==> src/cyclic_timer_pkg.sv <==
`default_nettype none
// shared constants for the dual cyclic sense timer
package cyclic_timer_pkg;

  // register port widths
  localparam int ADDR_W = 7;
  localparam int DATA_W = 8;

  // register word addresses on the 7-bit map
  localparam logic [6:0] TMR_A_ADDR = 7'h0C;
  localparam logic [6:0] TMR_B_ADDR = 7'h0D;

  // reset value of both control registers
  localparam logic [7:0] TMR_RST_VAL = 8'h00;

  // field positions inside a control register
  localparam int ON_MSB = 6;
  localparam int ON_LSB = 4;
  localparam int PER_MSB = 2;
  localparam int PER_LSB = 0;

  // on-time and period codes with a special meaning
  localparam logic [2:0] ON_STOP_LOW = 3'h0;
  localparam logic [2:0] ON_STOP_HIGH = 3'h6;
  localparam logic [2:0] ON_RSVD = 3'h7;
  localparam logic [2:0] PER_RSVD = 3'h7;

  // clock rate and the base tick of the period counters
  localparam int CLK_MHZ = 200;
  localparam int TICK_US = 1;
  localparam int TICK_CYC = TICK_US * CLK_MHZ;

  // on-times in microseconds
  localparam int ON_0P1MS_US = 100;
  localparam int ON_0P3MS_US = 300;
  localparam int ON_1MS_US = 1000;
  localparam int ON_10MS_US = 10000;
  localparam int ON_20MS_US = 20000;

  // periods in microseconds
  localparam int PER_10MS_US = 10000;
  localparam int PER_20MS_US = 20000;
  localparam int PER_50MS_US = 50000;
  localparam int PER_100MS_US = 100000;
  localparam int PER_200MS_US = 200000;
  localparam int PER_1S_US = 1000000;
  localparam int PER_2S_US = 2000000;

  // wake filter window at the end of the on-time, least time rounds up
  localparam int FILT_US = 16;
  localparam int FILT_TICKS = (FILT_US + TICK_US - 1) / TICK_US;

  // tick counter width: holds the 2 s period in ticks
  localparam int CNT_W = 21;

  // timer states, gray along off-low, run, off-high
  typedef enum logic [1:0] {
    ST_OFF_LOW  = 2'h0,
    ST_RUN      = 2'h1,
    ST_OFF_HIGH = 2'h3
  } tmr_state_t;

  typedef logic [CNT_W-1:0] tick_cnt_t;

endpackage
`default_nettype wire

==> src/dual_cyclic_sense_timer.sv <==
`timescale 1ns/1ps
`default_nettype none
// Overview of operation
// - on-time bits 6:4; 000 stops, output low
// - codes 001-101 give 0.1 to 20 ms
// - on-time 110 stops timer, output high
// - period bits 2:0; 10 ms to 2 s
// - bits 7 and 3 always read zero
// - both registers zero after every reset kind
// - assigned timer starts when on-time written
// - restart switch clear also clears timer fields, only with cyclic sense in use
// - wake and sensing run together from timer
// - timer a register at address 0001100
// - timer b at 0001101, same layout
// - 16 us filter window ends on-time
module dual_cyclic_sense_timer #(
  // clock cycles per counter tick; shrink to speed up simulation
  parameter int TICK_CYC = cyclic_timer_pkg::TICK_CYC
) (
  input wire logic CLK_I,
  input wire logic NRST_I,
  // synchronous soft reset and restart entry pulses
  input wire logic SOFT_RST_I,
  input wire logic RESTART_I,
  // restart-mode clear of the switch settings, with cyclic sense in use
  input wire logic RESTART_HS_CLR_I,
  input wire logic CYCLIC_SENSE_I,
  // register port
  input wire logic [6:0] ADDR_I,
  input wire logic [7:0] WDATA_I,
  input wire logic WR_I,
  input wire logic RD_I,
  output logic [7:0] RDATA_O,
  // a switch has been assigned to the timer
  input wire logic TMR_A_ASSIGNED_I,
  input wire logic TMR_B_ASSIGNED_I,
  // timer enabled as wake source
  input wire logic TMR_A_WAKE_EN_I,
  input wire logic TMR_B_WAKE_EN_I,
  // drive level for the switch outputs assigned to each timer
  output logic TMR_A_OUT_O,
  output logic TMR_B_OUT_O,
  // wake filter sampling window at the end of the on-time
  output logic TMR_A_FILT_O,
  output logic TMR_B_FILT_O,
  // cyclic wake window, active beside cyclic sensing
  output logic TMR_A_WAKE_O,
  output logic TMR_B_WAKE_O
);

  // on-time code to length in ticks; zero for the stop codes
  // the reserved code 111 also maps to zero
  function automatic cyclic_timer_pkg::tick_cnt_t on_ticks(
    input logic [2:0] code
  );
    cyclic_timer_pkg::tick_cnt_t len;
    len = '0;
    case (code)
      3'h1: len = cyclic_timer_pkg::tick_cnt_t'(
                cyclic_timer_pkg::ON_0P1MS_US / cyclic_timer_pkg::TICK_US);
      3'h2: len = cyclic_timer_pkg::tick_cnt_t'(
                cyclic_timer_pkg::ON_0P3MS_US / cyclic_timer_pkg::TICK_US);
      3'h3: len = cyclic_timer_pkg::tick_cnt_t'(
                cyclic_timer_pkg::ON_1MS_US / cyclic_timer_pkg::TICK_US);
      3'h4: len = cyclic_timer_pkg::tick_cnt_t'(
                cyclic_timer_pkg::ON_10MS_US / cyclic_timer_pkg::TICK_US);
      3'h5: len = cyclic_timer_pkg::tick_cnt_t'(
                cyclic_timer_pkg::ON_20MS_US / cyclic_timer_pkg::TICK_US);
      default: len = '0; // stop and reserved codes
    endcase
    return len;
  endfunction

  // period code to length in ticks; zero for the reserved code
  function automatic cyclic_timer_pkg::tick_cnt_t per_ticks(
    input logic [2:0] code
  );
    cyclic_timer_pkg::tick_cnt_t len;
    len = '0;
    case (code)
      3'h0: len = cyclic_timer_pkg::tick_cnt_t'(
                cyclic_timer_pkg::PER_10MS_US / cyclic_timer_pkg::TICK_US);
      3'h1: len = cyclic_timer_pkg::tick_cnt_t'(
                cyclic_timer_pkg::PER_20MS_US / cyclic_timer_pkg::TICK_US);
      3'h2: len = cyclic_timer_pkg::tick_cnt_t'(
                cyclic_timer_pkg::PER_50MS_US / cyclic_timer_pkg::TICK_US);
      3'h3: len = cyclic_timer_pkg::tick_cnt_t'(
                cyclic_timer_pkg::PER_100MS_US / cyclic_timer_pkg::TICK_US);
      3'h4: len = cyclic_timer_pkg::tick_cnt_t'(
                cyclic_timer_pkg::PER_200MS_US / cyclic_timer_pkg::TICK_US);
      3'h5: len = cyclic_timer_pkg::tick_cnt_t'(
                cyclic_timer_pkg::PER_1S_US / cyclic_timer_pkg::TICK_US);
      3'h6: len = cyclic_timer_pkg::tick_cnt_t'(
                cyclic_timer_pkg::PER_2S_US / cyclic_timer_pkg::TICK_US);
      default: len = '0; // reserved period keeps the timer stopped
    endcase
    return len;
  endfunction

  // every on-time and period is counted in ticks of the prescaler;
  // 16 bits hold TICK_CYC - 1 for any rate this block is built for
  localparam int TICK_W = 16;
  localparam logic [TICK_W-1:0] TICK_LAST = TICK_W'(TICK_CYC - 1);
  localparam cyclic_timer_pkg::tick_cnt_t FILT_LEN =
    cyclic_timer_pkg::tick_cnt_t'(cyclic_timer_pkg::FILT_TICKS);

  // shared tick prescaler
  // one prescaler for both timers saves a counter per timer
  logic [TICK_W-1:0] pre_r; // cycles within the current tick
  logic [TICK_W-1:0] pre_nxt;
  logic tick_r; // one-cycle tick enable
  logic tick_nxt;

  // per-timer control fields, index 0 is timer a
  logic [2:0] on_r [2]; // on-time code
  logic [2:0] on_nxt [2];
  logic [2:0] per_r [2]; // period code
  logic [2:0] per_nxt [2];

  // per-timer running state
  // the count spans a whole period, on-time and off-time alike
  cyclic_timer_pkg::tmr_state_t st_r [2];
  cyclic_timer_pkg::tmr_state_t st_nxt [2];
  cyclic_timer_pkg::tick_cnt_t cnt_r [2]; // ticks since period start
  cyclic_timer_pkg::tick_cnt_t cnt_nxt [2];

  // registered outputs per timer
  logic out_r [2];
  logic out_nxt [2];
  logic filt_r [2];
  logic filt_nxt [2];
  logic wake_r [2];
  logic wake_nxt [2];

  // read data, valid only in the cycle after a read strobe
  logic [7:0] rdata_r;
  logic [7:0] rdata_nxt;

  // port bundles into per-timer arrays
  // indexing by timer keeps a single copy of the timer logic
  logic assigned [2];
  logic wake_en [2];
  logic [6:0] reg_addr [2];

  assign assigned[0] = TMR_A_ASSIGNED_I;
  assign assigned[1] = TMR_B_ASSIGNED_I;
  assign wake_en[0] = TMR_A_WAKE_EN_I;
  assign wake_en[1] = TMR_B_WAKE_EN_I;
  assign reg_addr[0] = cyclic_timer_pkg::TMR_A_ADDR;
  assign reg_addr[1] = cyclic_timer_pkg::TMR_B_ADDR;

  // any of the reset kinds that bring the fields back to zero
  // a clear is a plain synchronous pulse from the mode logic
  logic clr_all;
  assign clr_all = SOFT_RST_I | RESTART_I |
                   (RESTART_HS_CLR_I & CYCLIC_SENSE_I);

  // prescaler: free-running, so a rewrite may see up to one tick of
  // jitter before its first count; cheaper than a prescaler per timer
  always_comb begin
    pre_nxt = pre_r + 16'h0001;
    tick_nxt = 1'b0;
    if (pre_r >= TICK_LAST) begin
      pre_nxt = 16'h0000;
      tick_nxt = 1'b1;
    end
  end

  always_ff @(posedge CLK_I or negedge NRST_I) begin
    if (!NRST_I) begin
      // count restarts from zero so the tick phase is known after reset
      pre_r <= 16'h0000;
      tick_r <= 1'b0;
    end else begin
      pre_r <= pre_nxt;
      tick_r <= tick_nxt;
    end
  end

  // control registers: writes and the clearing resets
  // bits 7 and 3 have no flip-flops, so reads fill them with zero
  always_comb begin
    for (int i = 0; i < 2; i++) begin
      on_nxt[i] = on_r[i];
      per_nxt[i] = per_r[i];
      if (clr_all) begin
        // clear wins over a write in the same cycle
        on_nxt[i] = cyclic_timer_pkg::TMR_RST_VAL[6:4];
        per_nxt[i] = cyclic_timer_pkg::TMR_RST_VAL[2:0];
      end else if (WR_I && ADDR_I == reg_addr[i]) begin
        // bits 7 and 3 have no storage
        on_nxt[i] = WDATA_I[cyclic_timer_pkg::ON_MSB:
                            cyclic_timer_pkg::ON_LSB];
        per_nxt[i] = WDATA_I[cyclic_timer_pkg::PER_MSB:
                             cyclic_timer_pkg::PER_LSB];
      end
    end
  end

  always_ff @(posedge CLK_I or negedge NRST_I) begin
    if (!NRST_I) begin
      for (int i = 0; i < 2; i++) begin
        // both fields come up at the all-zero reset value
        on_r[i] <= 3'h0;
        per_r[i] <= 3'h0;
      end
    end else begin
      for (int i = 0; i < 2; i++) begin
        on_r[i] <= on_nxt[i];
        per_r[i] <= per_nxt[i];
      end
    end
  end

  // timer state, period counter and output windows
  always_comb begin
    cyclic_timer_pkg::tick_cnt_t on_len;
    cyclic_timer_pkg::tick_cnt_t per_len;
    logic restart;
    on_len = '0;
    per_len = '0;
    restart = 1'b0;
    for (int i = 0; i < 2; i++) begin
      // lengths follow the value being written, so the write edge counts
      on_len = on_ticks(on_nxt[i]);
      per_len = per_ticks(per_nxt[i]);
      // rewriting a field restarts the period from its start
      restart = WR_I && ADDR_I == reg_addr[i];
      // state comes from the next fields, not the stored ones
      case (on_nxt[i])
        cyclic_timer_pkg::ON_STOP_LOW: begin
          st_nxt[i] = cyclic_timer_pkg::ST_OFF_LOW;
        end
        cyclic_timer_pkg::ON_STOP_HIGH: begin
          st_nxt[i] = cyclic_timer_pkg::ST_OFF_HIGH;
        end
        cyclic_timer_pkg::ON_RSVD: begin
          // reserved on-time behaves as stopped low
          st_nxt[i] = cyclic_timer_pkg::ST_OFF_LOW;
        end
        default: begin
          // runs by itself once assigned; no start command exists
          if (assigned[i] && per_nxt[i] != cyclic_timer_pkg::PER_RSVD) begin
            st_nxt[i] = cyclic_timer_pkg::ST_RUN;
          end else begin
            st_nxt[i] = cyclic_timer_pkg::ST_OFF_LOW;
          end
        end
      endcase
      // count ticks while running, wrap at the period end
      // a fresh start or a rewrite holds the count at zero for a cycle
      if (st_nxt[i] != cyclic_timer_pkg::ST_RUN || restart ||
          st_r[i] != cyclic_timer_pkg::ST_RUN) begin
        cnt_nxt[i] = '0;
      end else if (tick_r) begin
        if (cnt_r[i] >= per_len - 21'h000001) begin
          cnt_nxt[i] = '0;
        end else begin
          cnt_nxt[i] = cnt_r[i] + 21'h000001;
        end
      end else begin
        cnt_nxt[i] = cnt_r[i];
      end
      // output windows follow the next state and count
      case (st_nxt[i])
        cyclic_timer_pkg::ST_RUN: begin
          out_nxt[i] = cnt_nxt[i] < on_len;
          // last 16 us of the on-time samples the wake filter
          filt_nxt[i] = cnt_nxt[i] < on_len &&
                        cnt_nxt[i] + FILT_LEN >= on_len;
        end
        cyclic_timer_pkg::ST_OFF_HIGH: begin
          out_nxt[i] = 1'b1;
          filt_nxt[i] = 1'b0;
        end
        default: begin
          out_nxt[i] = 1'b0;
          filt_nxt[i] = 1'b0;
        end
      endcase
      // at the end of the on-time the filter and output fall together
      // wake shares the sensing window rather than replacing it
      wake_nxt[i] = wake_en[i] && filt_nxt[i];
    end
  end

  always_ff @(posedge CLK_I or negedge NRST_I) begin
    if (!NRST_I) begin
      for (int i = 0; i < 2; i++) begin
        // both timers stopped low with the count at zero
        st_r[i] <= cyclic_timer_pkg::ST_OFF_LOW;
        cnt_r[i] <= '0;
        out_r[i] <= 1'b0;
        filt_r[i] <= 1'b0;
        wake_r[i] <= 1'b0;
      end
    end else begin
      for (int i = 0; i < 2; i++) begin
        st_r[i] <= st_nxt[i];
        cnt_r[i] <= cnt_nxt[i];
        out_r[i] <= out_nxt[i];
        filt_r[i] <= filt_nxt[i];
        wake_r[i] <= wake_nxt[i];
      end
    end
  end

  // read path: unused bits and unmapped addresses read zero
  // the strobe gates the data, so a stale value never stands idle
  always_comb begin
    rdata_nxt = 8'h00;
    if (RD_I) begin
      for (int i = 0; i < 2; i++) begin
        if (ADDR_I == reg_addr[i]) begin
          rdata_nxt = {1'b0, on_r[i], 1'b0, per_r[i]};
        end
      end
    end
  end

  always_ff @(posedge CLK_I or negedge NRST_I) begin
    if (!NRST_I) begin
      rdata_r <= 8'h00;
    end else begin
      rdata_r <= rdata_nxt;
    end
  end

  // outputs all come straight from flip-flops
  // index 0 feeds timer a and index 1 timer b
  assign RDATA_O = rdata_r;
  assign TMR_A_OUT_O = out_r[0];
  assign TMR_B_OUT_O = out_r[1];
  assign TMR_A_FILT_O = filt_r[0];
  assign TMR_B_FILT_O = filt_r[1];
  assign TMR_A_WAKE_O = wake_r[0];
  assign TMR_B_WAKE_O = wake_r[1];

endmodule
`default_nettype wire

==> config.mk <==
export PLATFORM = sky130hd
export DESIGN_NAME = dual_cyclic_sense_timer
export DESIGN_NICKNAME = d
export VERILOG_FILES = /design/src/cyclic_timer_pkg.sv /design/src/dual_cyclic_sense_timer.sv
export SDC_FILE = /design/constraint.sdc
export NUM_CORES = 1
export LEC_CHECK = 0
export ABC_AREA = 1
export BUFFER_PORTS_ARGS = -buffer_cell sky130_fd_sc_hd__buf_4
export CORE_UTILIZATION = 64
export DETAILED_ROUTE_END_ITERATION = 10
export GPL_ROUTABILITY_DRIVEN = 1
export PLACE_DENSITY_LB_ADDON = 0.2
export SLEW_MARGIN = 20
export SYNTH_ARGS = -nofsm -noshare
export SYNTH_HDL_FRONTEND = slang
export SYNTH_SLANG_ARGS = --single-unit
==> constraint.sdc <==
create_clock -name CLK_I -period 5.6 [get_ports CLK_I]
set_input_delay 1.12 -clock CLK_I [delete_from_list [all_inputs] [get_ports CLK_I]]
set_output_delay 1.12 -clock CLK_I [all_outputs]
set_load 0.005 [all_outputs]
After elaboration in Yosys (flattened, before gate mapping). Cells that the tools add are included.

Register bits: 89. Latch bits: 0. RAM bits: 0. Bits in read-only memories: 0. Input port bits: 27. Output and inout bits: 14. Logic and storage cells: 121. Memories kept: 0.

Add/subtract/negate cells: 7. Multipliers: 0. Divide/modulo/power cells: 0. Magnitude comparators: 7. Equality and inequality tests: 38. Shifts and indexed selects: 0. Muxes and demuxes: 31. Bitwise operators: 3. Reduce and logical (&&, ||, !) cells: 18.

Operators by type and width (count): case mux 21 bit (7 select lines) (2); case mux 15 bit (5 select lines) (2); 2-to-1 mux 21 bit (6); greater-or-equal comparator 21 bit (4); adder 21 x 1 -> 21 bit (second input constant) (2); adder 21 x 5 -> 21 bit (second input constant) (2); equality test 3 bit (second input constant) (14); < comparator 21 bit (2); subtractor 21 x 1 -> 21 bit (second input constant) (2); equality test 3 x 2 -> 1 bit (second input constant) (8); 2-to-1 mux 3 bit (8); adder 16 x 1 -> 16 bit (second input constant) (1); greater-or-equal comparator 16 x 8 -> 1 bit (second input constant) (1); 2-to-1 mux 16 bit (1); 2-to-1 mux 8 bit (2); equality test 7 x 4 -> 1 bit (second input constant) (2); equality test 3 x 1 -> 1 bit (second input constant) (4); zero test 3 bit (4); logical AND 1 bit (8); != test 2 x 1 -> 1 bit (second input constant) (4); case mux 2 bit (2 select lines) (2); 2-to-1 mux 7 bit (1); != test 3 bit (second input constant) (2); 2-to-1 mux 1 bit (5); other kinds (7) (15).

Depth between registers and ports, before layout.
Depth after elaboration: 17. Gate-level depth with buffers: 47. Gate-level depth less buffers: 45.

Worst setup path after synthesis. Ideal clock, no wire load.

Path type: input port to flip-flop. Start point: input SOFT_RST_I. End point: register wake_r (netlist bit TMR_A_WAKE_O). Library setup time: 71 ps. Arrival time: 6141 ps. Required time: 5529 ps. Path slack: -613 ps. Cell stages on the path: 44. Buffers on the path: 3. Cells stage by stage: inv_1 -> nand3_2 -> inv_1 -> buf_4 -> nand2_1 -> nor2_2 -> clkinv_1 -> nand2_1 -> ha_1 -> inv_1 -> o31ai_1 -> xor2_1 -> inv_1 -> ha_1 -> nand2_1 -> inv_1 -> nand2_1 -> nand2_1 -> [... 8 more ...] -> nor2_1 -> ha_1 -> nand3_4 -> inv_2 -> nand3_2 -> xor2_1 -> inv_1 -> ha_1 -> nand2_1 -> nor4_1 -> nand3b_1 -> nor2_1 -> nand2_1 -> nand2_1 -> a21oi_1 -> nand2_1 -> nand2_1 -> nor2_1.

RTL lines: start: declaration (RTL line dual_cyclic_sense_timer.sv:23) `input wire logic SOFT_RST_I,`; end signal: indexed assignment (RTL line dual_cyclic_sense_timer.sv:303) `wake_r[i] <= wake_nxt[i];`; end: declaration (RTL line dual_cyclic_sense_timer.sv:132) `logic wake_r [2];`.

==> impl_metrics.json <==
{
  "status": "finished, violations left",
  "failed_checks": "negative setup slack",
  "gp_congestion": 0.955,
  "end_kind": "flop",
  "cts_tree": "done",
  "die_h_um": 119,
  "setup_viol": 6,
  "synth_top_family_by_area": "simple AND/OR/NAND/NOR gates",
  "drive_above_1_share": 0.251,
  "cts_buffer_depth": 2,
  "wl_met3_um": 3040,
  "fmax_ghz": 0.170,
  "num_io_pins": 41,
  "insertion_delay_ps": 360,
  "placed_cells_incl_taps": 1624,
  "netlist_instances": 1318,
  "max-vdd-ir-drop_mv": 0.191,
  "diodes": 0,
  "die_w_um": 119,
  "netlist_top_cells_area": "dfrtp_1 25%, nand2_1 14%, ha_1 12%, inv_1 8.3%, nor2_1 7.5%",
  "maxUsedRoutingLayer": "met4",
  "dr_total_vias": 9906,
  "ys_seq_elements": 87,
  "wl_per_cell_um": 17.4,
  "crit_required_ps": 5900,
  "start_kind": "input pin",
  "setup-tns-final_ps": -1270,
  "yosysWarnings": 0,
  "wl_met1_um": 11500,
  "drtAntennaViolNets": 0,
  "area_growth_pct": 27.6,
  "synthMuxAreaShare": 0,
  "pre_cts_ws_ps": -604,
  "grt_pass1_wl_um": 42400,
  "synth_compound_area_frac": 0.0820,
  "cpMaxStageDelayCell": "ha_1",
  "finalWirelength_um": 29200,
  "die-area_mm2": 0.0142,
  "cts_sinks": 87,
  "grt_pass1_vias": 8970,
  "slew_headroom": 0.271,
  "cts-root-buf": "clkbuf_16",
  "seq_area_frac_synth": 0.247,
  "fin_util": 0.842,
  "crit_arrival_ps": 6180,
  "syn_area_per_cell_um2": 6.68,
  "synth-adder-area-share": 0.121,
  "finalNetCount": 1603,
  "initial_utilization": 0.660,
  "critPathMaxStageDelay_ps": 290,
  "yosys.area_share.simple": 0.388,
  "wl_met2_um": 13300,
  "hpwl_um": 19700,
  "fill_cells": 810,
  "htreeDepth": 3,
  "grt_max_degree": 45,
  "stdcell_count": 1672,
  "skew_ps": 10.8,
  "tightestPinTransition_ps": 1090,
  "criticalPathCategory": "input pin to flop",
  "viasPerCell": 5.92,
  "synthDominantCellAreaShare": 0.247,
  "drcViolationCount": 0,
  "dr.pass1.iters": 8,
  "slew_violations": 0,
  "setup_ws_ps": -284,
  "hold_class": "flop to flop",
  "p_leak_nw": 5.48,
  "synth_area_leader_cell": "dfrtp_1",
  "cts_buffers": 9,
  "cp_common_cell": "nand2_1",
  "seqCellArea_mm2": 0.00218,
  "drt_iter0_markers": 1131,
  "rsz0062_at_grt": "yes",
  "track_usage": 0.375,
  "antenna_found_initial": 0,
  "synth_cell_types": 49,
  "syn-cell-area_mm2": 0.00881,
  "portBuffers": 36,
  "synth_xor_area_frac": 0.0587,
  "overflow": 0,
  "clk_pin_slew_ps": 70,
  "coreArea_mm2": 0.0133,
  "cap_viol_max_count": 0,
  "multi_input_area_mm2": 0.00635,
  "num_rows": 42,
  "finalHoldViolations": 0,
  "finalCritPeriodShare": 1.05,
  "p_per_area_mw_per_mm2": 120,
  "cp_max_fo": 6,
  "min_period_ps": 5880
}
==> logic make-up (layout without fill, tap and decap cells) <==
group | after synthesis | in the layout
buf+inv | 229 | 398
compound gates | 127 | 127
simple gates | 730 | 730
flops | 87 | 87
xor+xnor | 59 | 59
other cells | 1 | 10
fa+ha+maj | 85 | 85
==> placed cells by master, fill, tap and decap left out, types with 21 or more instances in the layout <==
cell     count
a21oi_1     38
buf_4      168
dfrtp_1     87
ha_1        72
inv_1      182
nand2_1    304
nand2_2     25
nand3_1     61
nand4_1     43
nor2_1     154
nor2_2      21
nor2_4      27
nor3_1      33
o21ai_0     35
xor2_1      51
==> cell type report <==
class | instances | area share
timing repair buffer | 177 | 0.123
multi-input combinational | 1011 | 0.565
sequential | 87 | 0.194
clock buffer | 9 | 0.0200
tap | 176 | 0.0196
inverter | 205 | 0.0709
clock inverter | 7 | 0.00780
==> synthesized netlist by cell type, drive strengths merged <==
| library cell | instances |
|---|---|
| o221ai | 2 |
| a211oi | 1 |
| o31ai | 2 |
| o211ai | 2 |
| nand2 | 337 |
| nor3 | 41 |
| o22ai | 1 |
| o221a | 1 |
| clkbuf | 13 |
| o21bai | 5 |
| a21oi | 55 |
| buf | 11 |
| conb | 1 |
| and3 | 1 |
| dfrtp | 87 |
| a31oi | 3 |
| nand4 | 43 |
| a21o | 2 |
| o21ai | 46 |
| nand3 | 79 |
| xor2 | 54 |
| o211a | 1 |
| nor4 | 9 |
| inv | 201 |
| a21boi | 4 |
| nand3b | 7 |
| o311ai | 2 |
| nor2 | 204 |
| clkinv | 4 |
| or2 | 6 |
| xnor2 | 5 |
| ha | 85 |
| nor3b | 3 |
==> timing repair <==
action,in CTS,in global routing
resized for setup,34,83
setup buffers,13,19
setup endpoints to repair,6,6
hold buffers,0,0
pin swaps,30,79
==> where the power goes <==
group	total, W	leakage (nW)	internal [W]	switching, W
registers	0.000632	1.19	0.000631	0.00000135
logic	0.0000658	4.13	0.0000248	0.0000410
clock network	0.000648	0.154	0.000356	0.000292
==> worst paths after layout <==
check                          start      endpoint  slack, ps  cells after the start
hold reg to reg             pre_r[0]      pre_r[0]        470                      1
max in group asynchronous     NRST_I     cnt_r[40]       3810                      2
setup reg to reg            per_r[0]  TMR_B_WAKE_O        600                     37
min in group asynchronous     NRST_I     cnt_r[17]        750                      1
hold / removal              pre_r[0]      pre_r[0]        470                      1
setup / recovery           ADDR_I[1]  TMR_B_WAKE_O       -280                     42
==> metrics by stage <==
step | hold WS, ps | power (W) | instance area (um^2)
finish | 465 | 0.00135 | 11200
global route | 519 | 0.00137 | 11200
CTS | 466 | 0.00134 | 10700
detailed placement | 457 | 0.000702 | 10200
global placement | 450 | 0.000701 | 10200
floorplan | 433 | 0.000665 | 9040
==> routing by layer <==
metal	GRT usage	vias to the layer above
met5	0	-
met1	0.507	4539
met3	0.0833	127
met2	0.590	651
met4	0.130	0
li1	-	4589
==> sequential cells by signal, indices dropped and copies added, names as in the netlist, 4 cells and up <==
signal	cells
cnt_r	42
RDATA_O	6
pre_r	16
per_r	6
on_r	6
st_r	4
==> critical path: cells and delay by family <==
kind	cells	cell delay (ps)
and+or+nand+nor	23	2580
xor gates and xnor gates	1	160
AOI/OAI and AO/OA	3	450
buffers and inverters	12	1200
adders and majority gates	3	660
Power figures use the tool's default switching activity.
